### src/pkg/acc_pkg.sv
// Package: register map, field positions and types of the comparator control
package acc_pkg;
    // Register byte offsets (classic Wishbone, 32-bit words)
    localparam logic [7:0] ACC_CSR_OFS   = 8'h30; // comparator_control_status
    localparam logic [7:0] ACC_CCB_OFS   = 8'h34; // converter_control_b
    localparam logic [7:0] ACC_DID_OFS   = 8'h38; // digital_input_disable_one
    localparam logic [7:0] ACC_CFG_OFS   = 8'h3C; // converter/processor control
    localparam logic [7:0] ACC_ISR_OFS   = 8'h40; // sticky event status
    localparam logic [7:0] ACC_IMR_OFS   = 8'h44; // event mask
    localparam logic [7:0] ACC_PIN_OFS   = 8'h48; // pin input read

    // Field positions: control/status, converter_control_b, digital_input_disable_one, config
    localparam int ACC_DIS_BIT   = 7; // cmp_disable
    localparam int ACC_BG_BIT    = 6; // bandgap_select
    localparam int ACC_RES_BIT   = 5; // cmp_result
    localparam int ACC_FLAG_BIT  = 4; // cmp_irq_flag
    localparam int ACC_IEN_BIT   = 3; // cmp_irq_enable
    localparam int ACC_CAP_BIT   = 2; // capture_route_enable
    localparam int ACC_MHI_BIT   = 1; // irq_mode_hi
    localparam int ACC_MLO_BIT   = 0; // irq_mode_lo
    localparam int ACC_MUXEN_BIT = 6; // neg_mux_enable in converter_control_b
    localparam int ACC_NOFF_BIT  = 1; // neg_pin_input_off
    localparam int ACC_POFF_BIT  = 0; // pos_pin_input_off
    localparam int ACC_CEN_BIT   = 7; // converter_enable in config register
    localparam int ACC_GIE_BIT   = 3; // global enable in config register
    localparam int ACC_CHS_LSB   = 0; // channel_select, 3 bits

    // Reset values
    localparam logic [7:0] ACC_CSR_RST = 8'h00;
    localparam logic [7:0] ACC_REG_RST = 8'h00;
    localparam logic [1:0] ACC_EV_RST  = 2'h0;

    // Interrupt mode field encodings
    localparam logic [1:0] ACC_MODE_TOG  = 2'h0;
    localparam logic [1:0] ACC_MODE_RSV  = 2'h1;
    localparam logic [1:0] ACC_MODE_FALL = 2'h2;
    localparam logic [1:0] ACC_MODE_RISE = 2'h3;

    // Analog-side selection handed to the comparator macro
    typedef struct packed {
        logic       power_on;   // Comparator powered
        logic       pos_bandgap; // Positive input is bandgap
        logic       neg_is_chan; // Negative input from converter mux
        logic [2:0] neg_chan;   // Converter channel number
    } acc_sel_t;

    // Wishbone slave response
    typedef struct packed {
        logic        ack;
        logic [31:0] dat;
    } acc_wb_rsp_t;
endpackage

### src/hdl/acc_top.sv
// Analog comparator control: input select, result sync, events, Wishbone
`timescale 1ns/1ps
module acc_top (
    input  wire logic                 clk_i,
    input  wire logic                 nrst_i,
    // Wishbone classic slave
    input  wire logic                 wb_cyc_i,
    input  wire logic                 wb_stb_i,
    input  wire logic                 wb_we_i,
    input  wire logic [7:0]           wb_adr_i,
    input  wire logic [3:0]           wb_sel_i,
    input  wire logic [31:0]          wb_dat_i,
    output logic      [31:0]          wb_dat_o,
    output logic                      wb_ack_o,
    // Analog comparator macro
    input  wire logic                 cmp_raw_i,
    output acc_pkg::acc_sel_t         cmp_sel_o,
    // Pin digital inputs and their buffer enables
    input  wire logic                 cmp_pos_pin_i,
    input  wire logic                 cmp_neg_pin_i,
    output logic                      pos_buf_en_o,
    output logic                      neg_buf_en_o,
    // Processor side
    input  wire logic                 vector_ack_i,
    output logic                      cmp_irq_o,
    output logic                      capture_o,
    output logic                      ev_irq_o
);
    // Register state
    logic [7:0] csr_q, csr_d;   // Control/status (flag and result kept apart)
    logic       flag_q, flag_d; // cmp_irq_flag
    logic [7:0] ccb_q, ccb_d;   // converter_control_b
    logic [7:0] did_q, did_d;   // digital_input_disable_one
    logic [7:0] cfg_q, cfg_d;   // converter_enable, global enable, channel
    logic [1:0] isr_q, isr_d;   // Sticky events: bit0 flag set, bit1 result
    logic [1:0] imr_q, imr_d;   // Event mask
    logic       ack_q, ack_d;
    logic [31:0] dat_q, dat_d;
    // Output registers
    logic       irq_q, irq_d;
    logic       cap_q, cap_d;
    logic       evi_q, evi_d;
    acc_pkg::acc_sel_t sel_q, sel_d;
    logic       pos_en_q, pos_en_d;
    logic       neg_en_q, neg_en_d;

    // Synchronised comparator result and pins
    logic res_s, res_p;
    logic pos_s, neg_s;

    // Comparator output is asynchronous to clk_i
    acc_sync u_res (
        .clk_i  (clk_i),
        .nrst_i (nrst_i),
        .async_i(cmp_raw_i),
        .sync_o (res_s),
        .prev_o (res_p)
    );
    acc_sync u_pos (
        .clk_i  (clk_i),
        .nrst_i (nrst_i),
        .async_i(cmp_pos_pin_i),
        .sync_o (pos_s),
        .prev_o ()            // No edge history needed for pins
    );
    acc_sync u_neg (
        .clk_i  (clk_i),
        .nrst_i (nrst_i),
        .async_i(cmp_neg_pin_i),
        .sync_o (neg_s),
        .prev_o ()            // No edge history needed for pins
    );

    // Bus decode helpers
    logic req, wr, rd_en;
    logic [1:0] mode;
    logic       event_hit;
    logic       muxsel;
    logic [7:0] csr_view;

    // Event detect and decode
    always_comb
    begin
        req  = wb_cyc_i && wb_stb_i && !ack_q;
        wr   = req && wb_we_i && wb_sel_i[0];
        rd_en = req && !wb_we_i;
        mode = csr_q[acc_pkg::ACC_MHI_BIT:acc_pkg::ACC_MLO_BIT];
        // Mode selects the edge; cmp_disable gates only the flag set, not the result-change event
        case (mode)
            acc_pkg::ACC_MODE_TOG:  event_hit = res_s ^ res_p;
            acc_pkg::ACC_MODE_FALL: event_hit = res_p & ~res_s;
            acc_pkg::ACC_MODE_RISE: event_hit = res_s & ~res_p;
            default:                event_hit = 1'b0; // Reserved
        endcase
        // Multiplexing only while converter is off
        muxsel = ccb_q[acc_pkg::ACC_MUXEN_BIT] &&
                 !cfg_q[acc_pkg::ACC_CEN_BIT];
        csr_view = csr_q;
        csr_view[acc_pkg::ACC_RES_BIT]  = res_s;
        csr_view[acc_pkg::ACC_FLAG_BIT] = flag_q;
    end

    // Register next-state logic
    always_comb
    begin
        csr_d  = csr_q;
        flag_d = flag_q;
        ccb_d  = ccb_q;
        did_d  = did_q;
        cfg_d  = cfg_q;
        isr_d  = isr_q;
        imr_d  = imr_q;
        ack_d  = req;
        dat_d  = 32'h0000_0000;
        // Software writes first, hardware sets win afterwards
        if (wr)
        begin
            case (wb_adr_i)
                acc_pkg::ACC_CSR_OFS:
                begin
                    // Result and flag are not plain storage
                    csr_d = wb_dat_i[7:0];
                    csr_d[acc_pkg::ACC_RES_BIT]  = 1'b0;
                    csr_d[acc_pkg::ACC_FLAG_BIT] = 1'b0;
                    if (wb_dat_i[acc_pkg::ACC_FLAG_BIT])
                        flag_d = 1'b0;
                end
                acc_pkg::ACC_CCB_OFS: ccb_d = wb_dat_i[7:0];
                acc_pkg::ACC_DID_OFS: did_d = wb_dat_i[7:0];
                acc_pkg::ACC_CFG_OFS: cfg_d = wb_dat_i[7:0];
                acc_pkg::ACC_ISR_OFS: isr_d = isr_q & ~wb_dat_i[1:0];
                acc_pkg::ACC_IMR_OFS: imr_d = wb_dat_i[1:0];
                default: ;
            endcase
        end
        if (vector_ack_i)
            flag_d = 1'b0;
        // Set beats clear in the same cycle
        if (event_hit && !csr_q[acc_pkg::ACC_DIS_BIT])
        begin
            flag_d   = 1'b1;
            isr_d[0] = 1'b1;
        end
        if (res_s ^ res_p)
            isr_d[1] = 1'b1;
        // Read mux; unmapped reads zero
        if (rd_en)
        begin
            case (wb_adr_i)
                acc_pkg::ACC_CSR_OFS: dat_d = {24'h000000, csr_view};
                acc_pkg::ACC_CCB_OFS: dat_d = {24'h000000, ccb_q};
                acc_pkg::ACC_DID_OFS: dat_d = {24'h000000, did_q};
                acc_pkg::ACC_CFG_OFS: dat_d = {24'h000000, cfg_q};
                acc_pkg::ACC_ISR_OFS: dat_d = {30'h00000000, isr_q};
                acc_pkg::ACC_IMR_OFS: dat_d = {30'h00000000, imr_q};
                acc_pkg::ACC_PIN_OFS:
                    // Disabled buffers read zero
                    dat_d = {30'h00000000,
                             neg_s & ~did_q[acc_pkg::ACC_NOFF_BIT],
                             pos_s & ~did_q[acc_pkg::ACC_POFF_BIT]};
                default: dat_d = 32'h0000_0000;
            endcase
        end
    end

    // Output next-state logic
    always_comb
    begin
        // Request gated by flag, enable and global enable
        irq_d = flag_d && csr_d[acc_pkg::ACC_IEN_BIT] &&
                cfg_d[acc_pkg::ACC_GIE_BIT];
        // Capture path only when routed
        cap_d = csr_q[acc_pkg::ACC_CAP_BIT] && res_s;
        evi_d = |(isr_d & imr_d);
        sel_d.power_on    = !csr_q[acc_pkg::ACC_DIS_BIT];
        sel_d.pos_bandgap = csr_q[acc_pkg::ACC_BG_BIT];
        sel_d.neg_is_chan = muxsel;
        sel_d.neg_chan    = muxsel ? cfg_q[acc_pkg::ACC_CHS_LSB +: 3]
                                   : 3'h0;
        pos_en_d = !did_q[acc_pkg::ACC_POFF_BIT];
        neg_en_d = !did_q[acc_pkg::ACC_NOFF_BIT];
    end

    // State registers, synchronous reset
    always_ff @(posedge clk_i)
    begin
        if (!nrst_i)
        begin
            csr_q    <= acc_pkg::ACC_CSR_RST;
            flag_q   <= 1'b0;
            ccb_q    <= acc_pkg::ACC_REG_RST;
            did_q    <= acc_pkg::ACC_REG_RST;
            cfg_q    <= acc_pkg::ACC_REG_RST;
            isr_q    <= acc_pkg::ACC_EV_RST;
            imr_q    <= acc_pkg::ACC_EV_RST;
            ack_q    <= 1'b0;
            dat_q    <= 32'h0000_0000;
            irq_q    <= 1'b0;
            cap_q    <= 1'b0;
            evi_q    <= 1'b0;
            sel_q    <= '{power_on: 1'b1, pos_bandgap: 1'b0,
                          neg_is_chan: 1'b0, neg_chan: 3'h0};
            pos_en_q <= 1'b1;
            neg_en_q <= 1'b1;
        end
        else
        begin
            csr_q    <= csr_d;
            flag_q   <= flag_d;
            ccb_q    <= ccb_d;
            did_q    <= did_d;
            cfg_q    <= cfg_d;
            isr_q    <= isr_d;
            imr_q    <= imr_d;
            ack_q    <= ack_d;
            dat_q    <= dat_d;
            irq_q    <= irq_d;
            cap_q    <= cap_d;
            evi_q    <= evi_d;
            sel_q    <= sel_d;
            pos_en_q <= pos_en_d;
            neg_en_q <= neg_en_d;
        end
    end

    assign wb_ack_o     = ack_q;
    assign wb_dat_o     = dat_q;
    assign cmp_irq_o    = irq_q;
    assign capture_o    = cap_q;
    assign ev_irq_o     = evi_q;
    assign cmp_sel_o    = sel_q;
    assign pos_buf_en_o = pos_en_q;
    assign neg_buf_en_o = neg_en_q;

    // Checks; all on the system clock, quiet while reset is held
    AST_RISE_FLAG: assert property (
        @(posedge clk_i) disable iff (!nrst_i)
        (mode == acc_pkg::ACC_MODE_RISE && res_s && !res_p &&
         !csr_q[acc_pkg::ACC_DIS_BIT]) |=> flag_q)
        else $error("rising event did not set flag");
    AST_RSV_MODE: assert property (
        @(posedge clk_i) disable iff (!nrst_i)
        (mode == acc_pkg::ACC_MODE_RSV && !flag_q && !vector_ack_i)
        |=> !flag_q)
        else $error("reserved mode set flag");
    AST_VEC_CLR: assert property (
        @(posedge clk_i) disable iff (!nrst_i)
        (vector_ack_i && !event_hit) |=> !flag_q)
        else $error("vector did not clear flag");
    // A vector in the same cycle may clear the flag legitimately
    AST_W1C: assert property (
        @(posedge clk_i) disable iff (!nrst_i)
        (wr && wb_adr_i == acc_pkg::ACC_CSR_OFS && !vector_ack_i &&
         !wb_dat_i[acc_pkg::ACC_FLAG_BIT] && flag_q)
        |=> flag_q)
        else $error("zero write cleared flag");
    AST_IRQ: assert property (
        @(posedge clk_i) disable iff (!nrst_i)
        cmp_irq_o |-> flag_q && csr_q[acc_pkg::ACC_IEN_BIT] &&
                      cfg_q[acc_pkg::ACC_GIE_BIT])
        else $error("request without flag or enable");
    AST_MUX: assert property (
        @(posedge clk_i) disable iff (!nrst_i)
        cfg_q[acc_pkg::ACC_CEN_BIT] ##1 cfg_q[acc_pkg::ACC_CEN_BIT]
        |-> !cmp_sel_o.neg_is_chan)
        else $error("mux used while converter on");
    AST_CAP: assert property (
        @(posedge clk_i) disable iff (!nrst_i)
        !csr_q[acc_pkg::ACC_CAP_BIT] |=> !capture_o)
        else $error("capture routed while off");
    AST_SYNC: assert property (
        @(posedge clk_i) disable iff (!nrst_i)
        res_s |-> $past(cmp_raw_i, 2))
        else $error("result not two stages late");
    AST_PINRD: assert property (
        @(posedge clk_i) disable iff (!nrst_i)
        (rd_en && wb_adr_i == acc_pkg::ACC_PIN_OFS &&
         did_q[acc_pkg::ACC_POFF_BIT]) |=> !wb_dat_o[0])
        else $error("disabled pin read nonzero");
    // Analog selection must follow the registers one cycle later
    AST_CHAN: assert property (
        @(posedge clk_i) disable iff (!nrst_i)
        (ccb_q[acc_pkg::ACC_MUXEN_BIT] && !cfg_q[acc_pkg::ACC_CEN_BIT])
        |=> cmp_sel_o.neg_is_chan &&
            cmp_sel_o.neg_chan == $past(cfg_q[acc_pkg::ACC_CHS_LSB +: 3]))
        else $error("channel select not applied");
    AST_BGSEL: assert property (
        @(posedge clk_i) disable iff (!nrst_i)
        cmp_sel_o.pos_bandgap == $past(csr_q[acc_pkg::ACC_BG_BIT]))
        else $error("bandgap select not applied");
    AST_DISPWR: assert property (
        @(posedge clk_i) disable iff (!nrst_i)
        cmp_sel_o.power_on == !$past(csr_q[acc_pkg::ACC_DIS_BIT]))
        else $error("power state does not follow disable bit");
    AST_BUFEN: assert property (
        @(posedge clk_i) disable iff (!nrst_i)
        pos_buf_en_o == !$past(did_q[acc_pkg::ACC_POFF_BIT]) &&
        neg_buf_en_o == !$past(did_q[acc_pkg::ACC_NOFF_BIT]))
        else $error("input buffer enable does not follow register");
endmodule

### src/hdl/acc_sync.sv
// Two-flop synchroniser with previous-value stage for edge detection
`timescale 1ns/1ps
module acc_sync (
    input  wire logic clk_i,
    input  wire logic nrst_i,
    input  wire logic async_i,
    output logic      sync_o,
    output logic      prev_o
);
    logic meta_q; // First stage, read only by sync_o stage
    logic sync_q; // Second stage
    logic prev_q; // One cycle older copy

    // Plain register chain; reset to a constant low
    always_ff @(posedge clk_i)
    begin
        if (!nrst_i)
        begin
            meta_q <= 1'b0;
            sync_q <= 1'b0;
            prev_q <= 1'b0;
        end
        else
        begin
            meta_q <= async_i;
            sync_q <= meta_q;
            prev_q <= sync_q;
        end
    end

    assign sync_o = sync_q;
    assign prev_o = prev_q;
endmodule

### config.mk
export PLATFORM = sky130hd
export DESIGN_NAME = acc_top
export DESIGN_NICKNAME = d
export VERILOG_FILES = /design/src/pkg/acc_pkg.sv /design/src/hdl/acc_top.sv /design/src/hdl/acc_sync.sv
export SDC_FILE = /design/constraint.sdc
export NUM_CORES = 1
export LEC_CHECK = 0
export ABC_AREA = 1
export BUFFER_PORTS_ARGS = -buffer_cell sky130_fd_sc_hd__buf_2
export CORE_MARGIN = 3
export CORE_UTILIZATION = 54
export CTS_CLUSTER_SIZE = 24
export DETAILED_ROUTE_END_ITERATION = 10
export HOLD_SLACK_MARGIN = 0.03
export PLACE_DENSITY = 0.85
export SLEW_MARGIN = 20
export SYNTH_ARGS = -nofsm -noshare
export SYNTH_HDL_FRONTEND = slang
export SYNTH_SLANG_ARGS = --single-unit
### constraint.sdc
create_clock -name clk_i -period 3.1 [get_ports clk_i]
set_input_delay 0.155 -clock clk_i [delete_from_list [all_inputs] [get_ports clk_i]]
set_output_delay 0.155 -clock clk_i [all_outputs]
set_load 0.01 [all_outputs]
### Yosys cells after proc, flatten, opt, wreduce, memory -nomap -nowiden

Cells that the tools add are included.

* flip-flop bits (word level): 86
* input port bits: 53
* word-level logic and storage cells: 89

* equality and inequality tests: 9
* muxes and demuxes: 17
* bitwise gates (word level): 12
* reduce and logical (&&, ||, !) cells: 24

Operator list (count)
* $pmux 8 s7: 1
* $eq 8x6->1 const B: 4
* $eq 8x7->1 const B: 3
* $mux 4: 4
* $reduce_and 2->1: 6
* $logic_and 1x1->1: 10
* $mux 2: 4
* $mux 1: 7
* $logic_not 1->1: 6
* $and 1x1->1: 4
* $and 2x2->2: 2
* $eq 2x2->1 const B: 2
* $not 1->1: 4
* $pmux 1 s3: 1
* $logic_not 2->1: 1
* $not 2->2: 1
* $reduce_or 2->1: 1
* $xor 1x1->1: 1

### Depth between registers and ports, before layout

* depth in word-level cells: 9
* depth in mapped cells: 9
* depth with buffers taken out: 9

### Modules after synthesis

Synthesis repeated with hierarchy kept, for this count alone.

* cell total of the unflattened synthesis: 395
* area total of the unflattened synthesis: 2847.7 µm²

By module, submodules not included
* acc_top: instances 1, cells each 368, area each 2600.0 µm², seq. area each 1101.1 µm²
* acc_sync: instances 3, cells each 9, area each 82.6 µm², seq. area each 60.1 µm²

### Worst setup path before layout

Ideal clock, no wire load.

* kind: reg2reg
* from: register ack_q, in the netlist wb_ack_o
* to: register ccb_q[0]
* setup time: 0.130 ns
* arrival: 1.221 ns
* required time: 2.970 ns
* slack: 1.749 ns
* cell stages (with the launch flop): 9
* path buffers: 2
* cell sequence: dfxtp_1 -> inv_1 -> nand3_1 -> nor2_2 -> buf_4 -> nand3_4 -> buf_4 -> a21oi_1 -> nor2_1

* longest elaborated chain between the ends: 5

Ends and longest elaborated chain
* start, declared: RTL line acc_top.sv:37 `logic ack_q, ack_d;`
* start signal, assigned: RTL line acc_top.sv:215 `ack_q <= ack_d;`
* $logic_not 1->1: RTL line acc_top.sv:84 `req = wb_cyc_i && wb_stb_i && !ack_q;`
* $logic_and 1x1->1: RTL line acc_top.sv:84
* $logic_and 1x1->1 (2 in series): RTL line acc_top.sv:85 `wr = req && wb_we_i && wb_sel_i[0];`
* $reduce_and 2->1 (no line)
* end signal, assigned: RTL line acc_top.sv:191 `ccb_q <= acc_pkg::ACC_REG_RST;`
* end, declared: RTL line acc_top.sv:32 `logic [7:0] ccb_q, ccb_d;`

Every way passes these cells.
A chain may end at the register's enable or synchronous reset.

### Final worst setup path

* from: register ack_q, in the netlist wb_ack_o
* to: register did_q[6]

* longest elaborated chain between the ends: 5

Ends and longest elaborated chain
* $logic_not 1->1: RTL line acc_top.sv:84
* $logic_and 1x1->1: RTL line acc_top.sv:84
* $logic_and 1x1->1 (2 in series): RTL line acc_top.sv:85
* $reduce_and 2->1 (no line)
* end signal, assigned: RTL line acc_top.sv:192 `did_q <= acc_pkg::ACC_REG_RST;`
* end signal, assigned: RTL line acc_top.sv:211 `did_q <= did_d;`
* end, declared: RTL line acc_top.sv:33 `logic [7:0] did_q, did_d;`

Every way passes these cells.

==> reports/metrics.cfg <==
[setup_path]
max_stage_delay_ns=0.49
worst-path-max-fanout=15
cp_slowest_cell=nor2_2
critPathLaunchType=flop
path_cells=inv_1, nand3_1, nor2_2, nand3_2, o21ai_0, a21oi_1
critPathKind=reg -> reg
cp-end-kind=flop
crit_arrival_ns=2.11
cp.required_ns=3.32

[floorplanning]
num_rows=25
ios=97
die_w_um=78.3
dieArea_um2=6130
initial_core_util_pct=57.8
core_area_um2=4880
die_h_um=78.3

[synthesis]
netlist_instances=383
syn-cell-area_um2=2820
ys_ff_latch=62
yosys-top-cells-area=dfxtp_1 44%, nand2_1 8.5%, nor2_1 7.9%
synth_top_area_share_pct=44.0
ys_seq_area_share_pct=44.0
yosysTopAreaCell=dfxtp_1
synth.distinct_cells=28
yosysWarnings=0
avgSynthCellArea_um2=7.36

[cts]
path_clk_slew_ns=0.07
cts.sinks=62
cts_root_buf=clkbuf_8
cts_max_level=3
clk_latency_ns=0.34
tritoncts=done
ctsLongestPathBuffers=2
cts_buffers=9
post_cts_buffers=0

[finish]
seq_area_um2=1240
syn_to_final_growth_pct=14.5
final_cell_mix=64 x nand2_1, 62 x dfxtp_1, 59 x nor2_1, 45 x buf_2, 42 x inv_1
n_fill_cell=420
antenna_cells=0
drive_above_1_share_pct=19.5
final_common_cell=nand2_1
multi_input_area_um2=1230
fin_nets=487

[global_routing]
antenna_found_initial=0
grt_pass1_wl_mm=10.5
grt_max_degree=41
overflow=0
grt_pass1_vias=2414
grtUsageTotal_pct=22.0

[timing]
fin_crit_sh_pct=61.0
tightest_slew_ns=0.588
slew_viol_final=0
clock_skew_ns=0.00724
hold_viol_final=0
min_period_ns=1.89
rsz0062_at_grt=no
finalSetupViolations=0
fin_setup_tns_ns=0
layout_setup_ws_ns=1.21
max_freq_mhz=529
slew-limit-headroom_pct=60.8

[drt]
vias=2492
antenna_left=0
drc=0
wl_per_cell_um=12.4
drt-total-wl_mm=6.25
firstDrtPassIters=5
first_iter_violations=165
viasPerCell=4.94

[status]
status=completed

[pwr]
leakage_nw=1.44
clkPwrFrac_pct=45.9
peakVddDrop_mv=0.489
internal-power_mw=1.31
p_comb_share_pct=6.3
powerDensity_nw_per_um2=523
p_seq_share_pct=47.8
p_switching_uw=376
switching_share_pct=22.3

[placed_design]
pre_cts_ws_ns=1.24
numPortBuffers=45
dp_hpwl_mm=4.47
gp_congestion=0.928

[job]
max-cap-violations=0

[hold_path]
hold_path_class=in -> reg

[state kept, by name, indices dropped and copies added (netlist names)]
signal        flops
did_q             8
ccb_q             8
imr_q             2
cmp_irq_o         1
wb_ack_o          1
flag_q            1
u_pos.sync_o      1
capture_o         1
neg_buf_en_o      1
u_res.meta_q      1
pos_buf_en_o      1
ev_irq_o          1
csr_q             6
u_res.sync_o      1
u_neg.sync_o      1
cfg_q             8
u_res.prev_o      1
u_pos.meta_q      1
cmp_sel_o         6
wb_dat_o          8
isr_q             2
u_neg.meta_q      1
[cell families after synthesis]
family                   count (synthesis)  synth area share (%)
AO/OA/AOI/OAI                           68                  12.7
adder cells (fa/ha/maj)                  2                 0.887
buffers and inverters                   84                  15.3
flip-flops                              62                  44.0
other                                    1                 0.133
AND/OR/NAND/NOR                        166                  26.9
[cell type report]
class	instances	area share [%]
Clock buffer	13	4.61
Clock inverter	3	2.09
Inverter	49	5.70
Multi-Input combinational cell	260	38.2
Sequential cell	62	38.4
Tap cell	67	2.60
Timing Repair Buffer	50	8.37
[Yosys cell counts (all sizes together)]
cell,n
a211oi,2
a21boi,1
a21oi,27
and2,1
buf,30
clkbuf,5
clkinv,1
conb,1
dfxtp,62
ha,2
inv,48
nand2,70
nand3,22
nand3b,2
nand4,3
nor2,66
nor3,2
o21ai,38
[worst max-delay path, delay by kind of cell, from the launching register on]
| family | cells | cell delay (ns) |
|---|---|---|
| simple gates | 3 | 1.04 |
| buf+inv | 1 | 0.05 |
| compound gates | 2 | 0.35 |
| flops | 1 | 0.33 |
[power groups by stage]
stage,registers [mW],clock network [mW],logic [mW]
2_1_floorplan,0.824,0,0.0884
3_3_place_gp,0.824,0,0.0983
3_5_place_dp,0.825,0,0.101
4_1_cts,0.807,0.786,0.104
5_1_grt,0.807,0.824,0.118
6_report,0.807,0.776,0.106
[metal layers]
metal | global-route usage, % | share of wire (%) | up-vias
met2 | 34.6 | 47 | 91
li1 | - | - | 1257
met3 | 6.19 | 7.3 | 21
met5 | 0 | 0 | -
met4 | 14.5 | 3.8 | 0
met1 | 26.3 | 42 | 1123
[worst paths after layout]
check	startpoint	end	slack, ns	depth (start not counted)
worst min register to register	u_res.meta_q	u_res.sync_o	0.41	2
worst max register to register	wb_ack_o	did_q[6]	1.21	6
worst min-delay path	wb_dat_i[5]	did_q[5]	0.1	3
worst max-delay path	wb_ack_o	did_q[6]	1.21	6
[per-stage QoR]
step	cell area [um^2]	cells	total power [mW]	hold WS (ns)	util, %
2_1_floorplan	2910	406	0.913	0.253	-
3_3_place_gp	2980	485	0.923	0.335	61.1
3_5_place_dp	2980	485	0.926	0.346	61.1
4_1_cts	3230	504	1.70	0.0822	66.2
5_1_grt	3230	504	1.75	0.0953	66.2
6_report	3230	504	1.69	0.0960	66.2
[repair_timing]
| item | 4_1_cts | 5_1_grt |
|---|---|---|
| endpoints found under the hold margin | 3 | 0 |
| hold buffers | 3 | 0 |
| gates resized for setup | 0 | 0 |
Power figures use the tool's default switching activity.
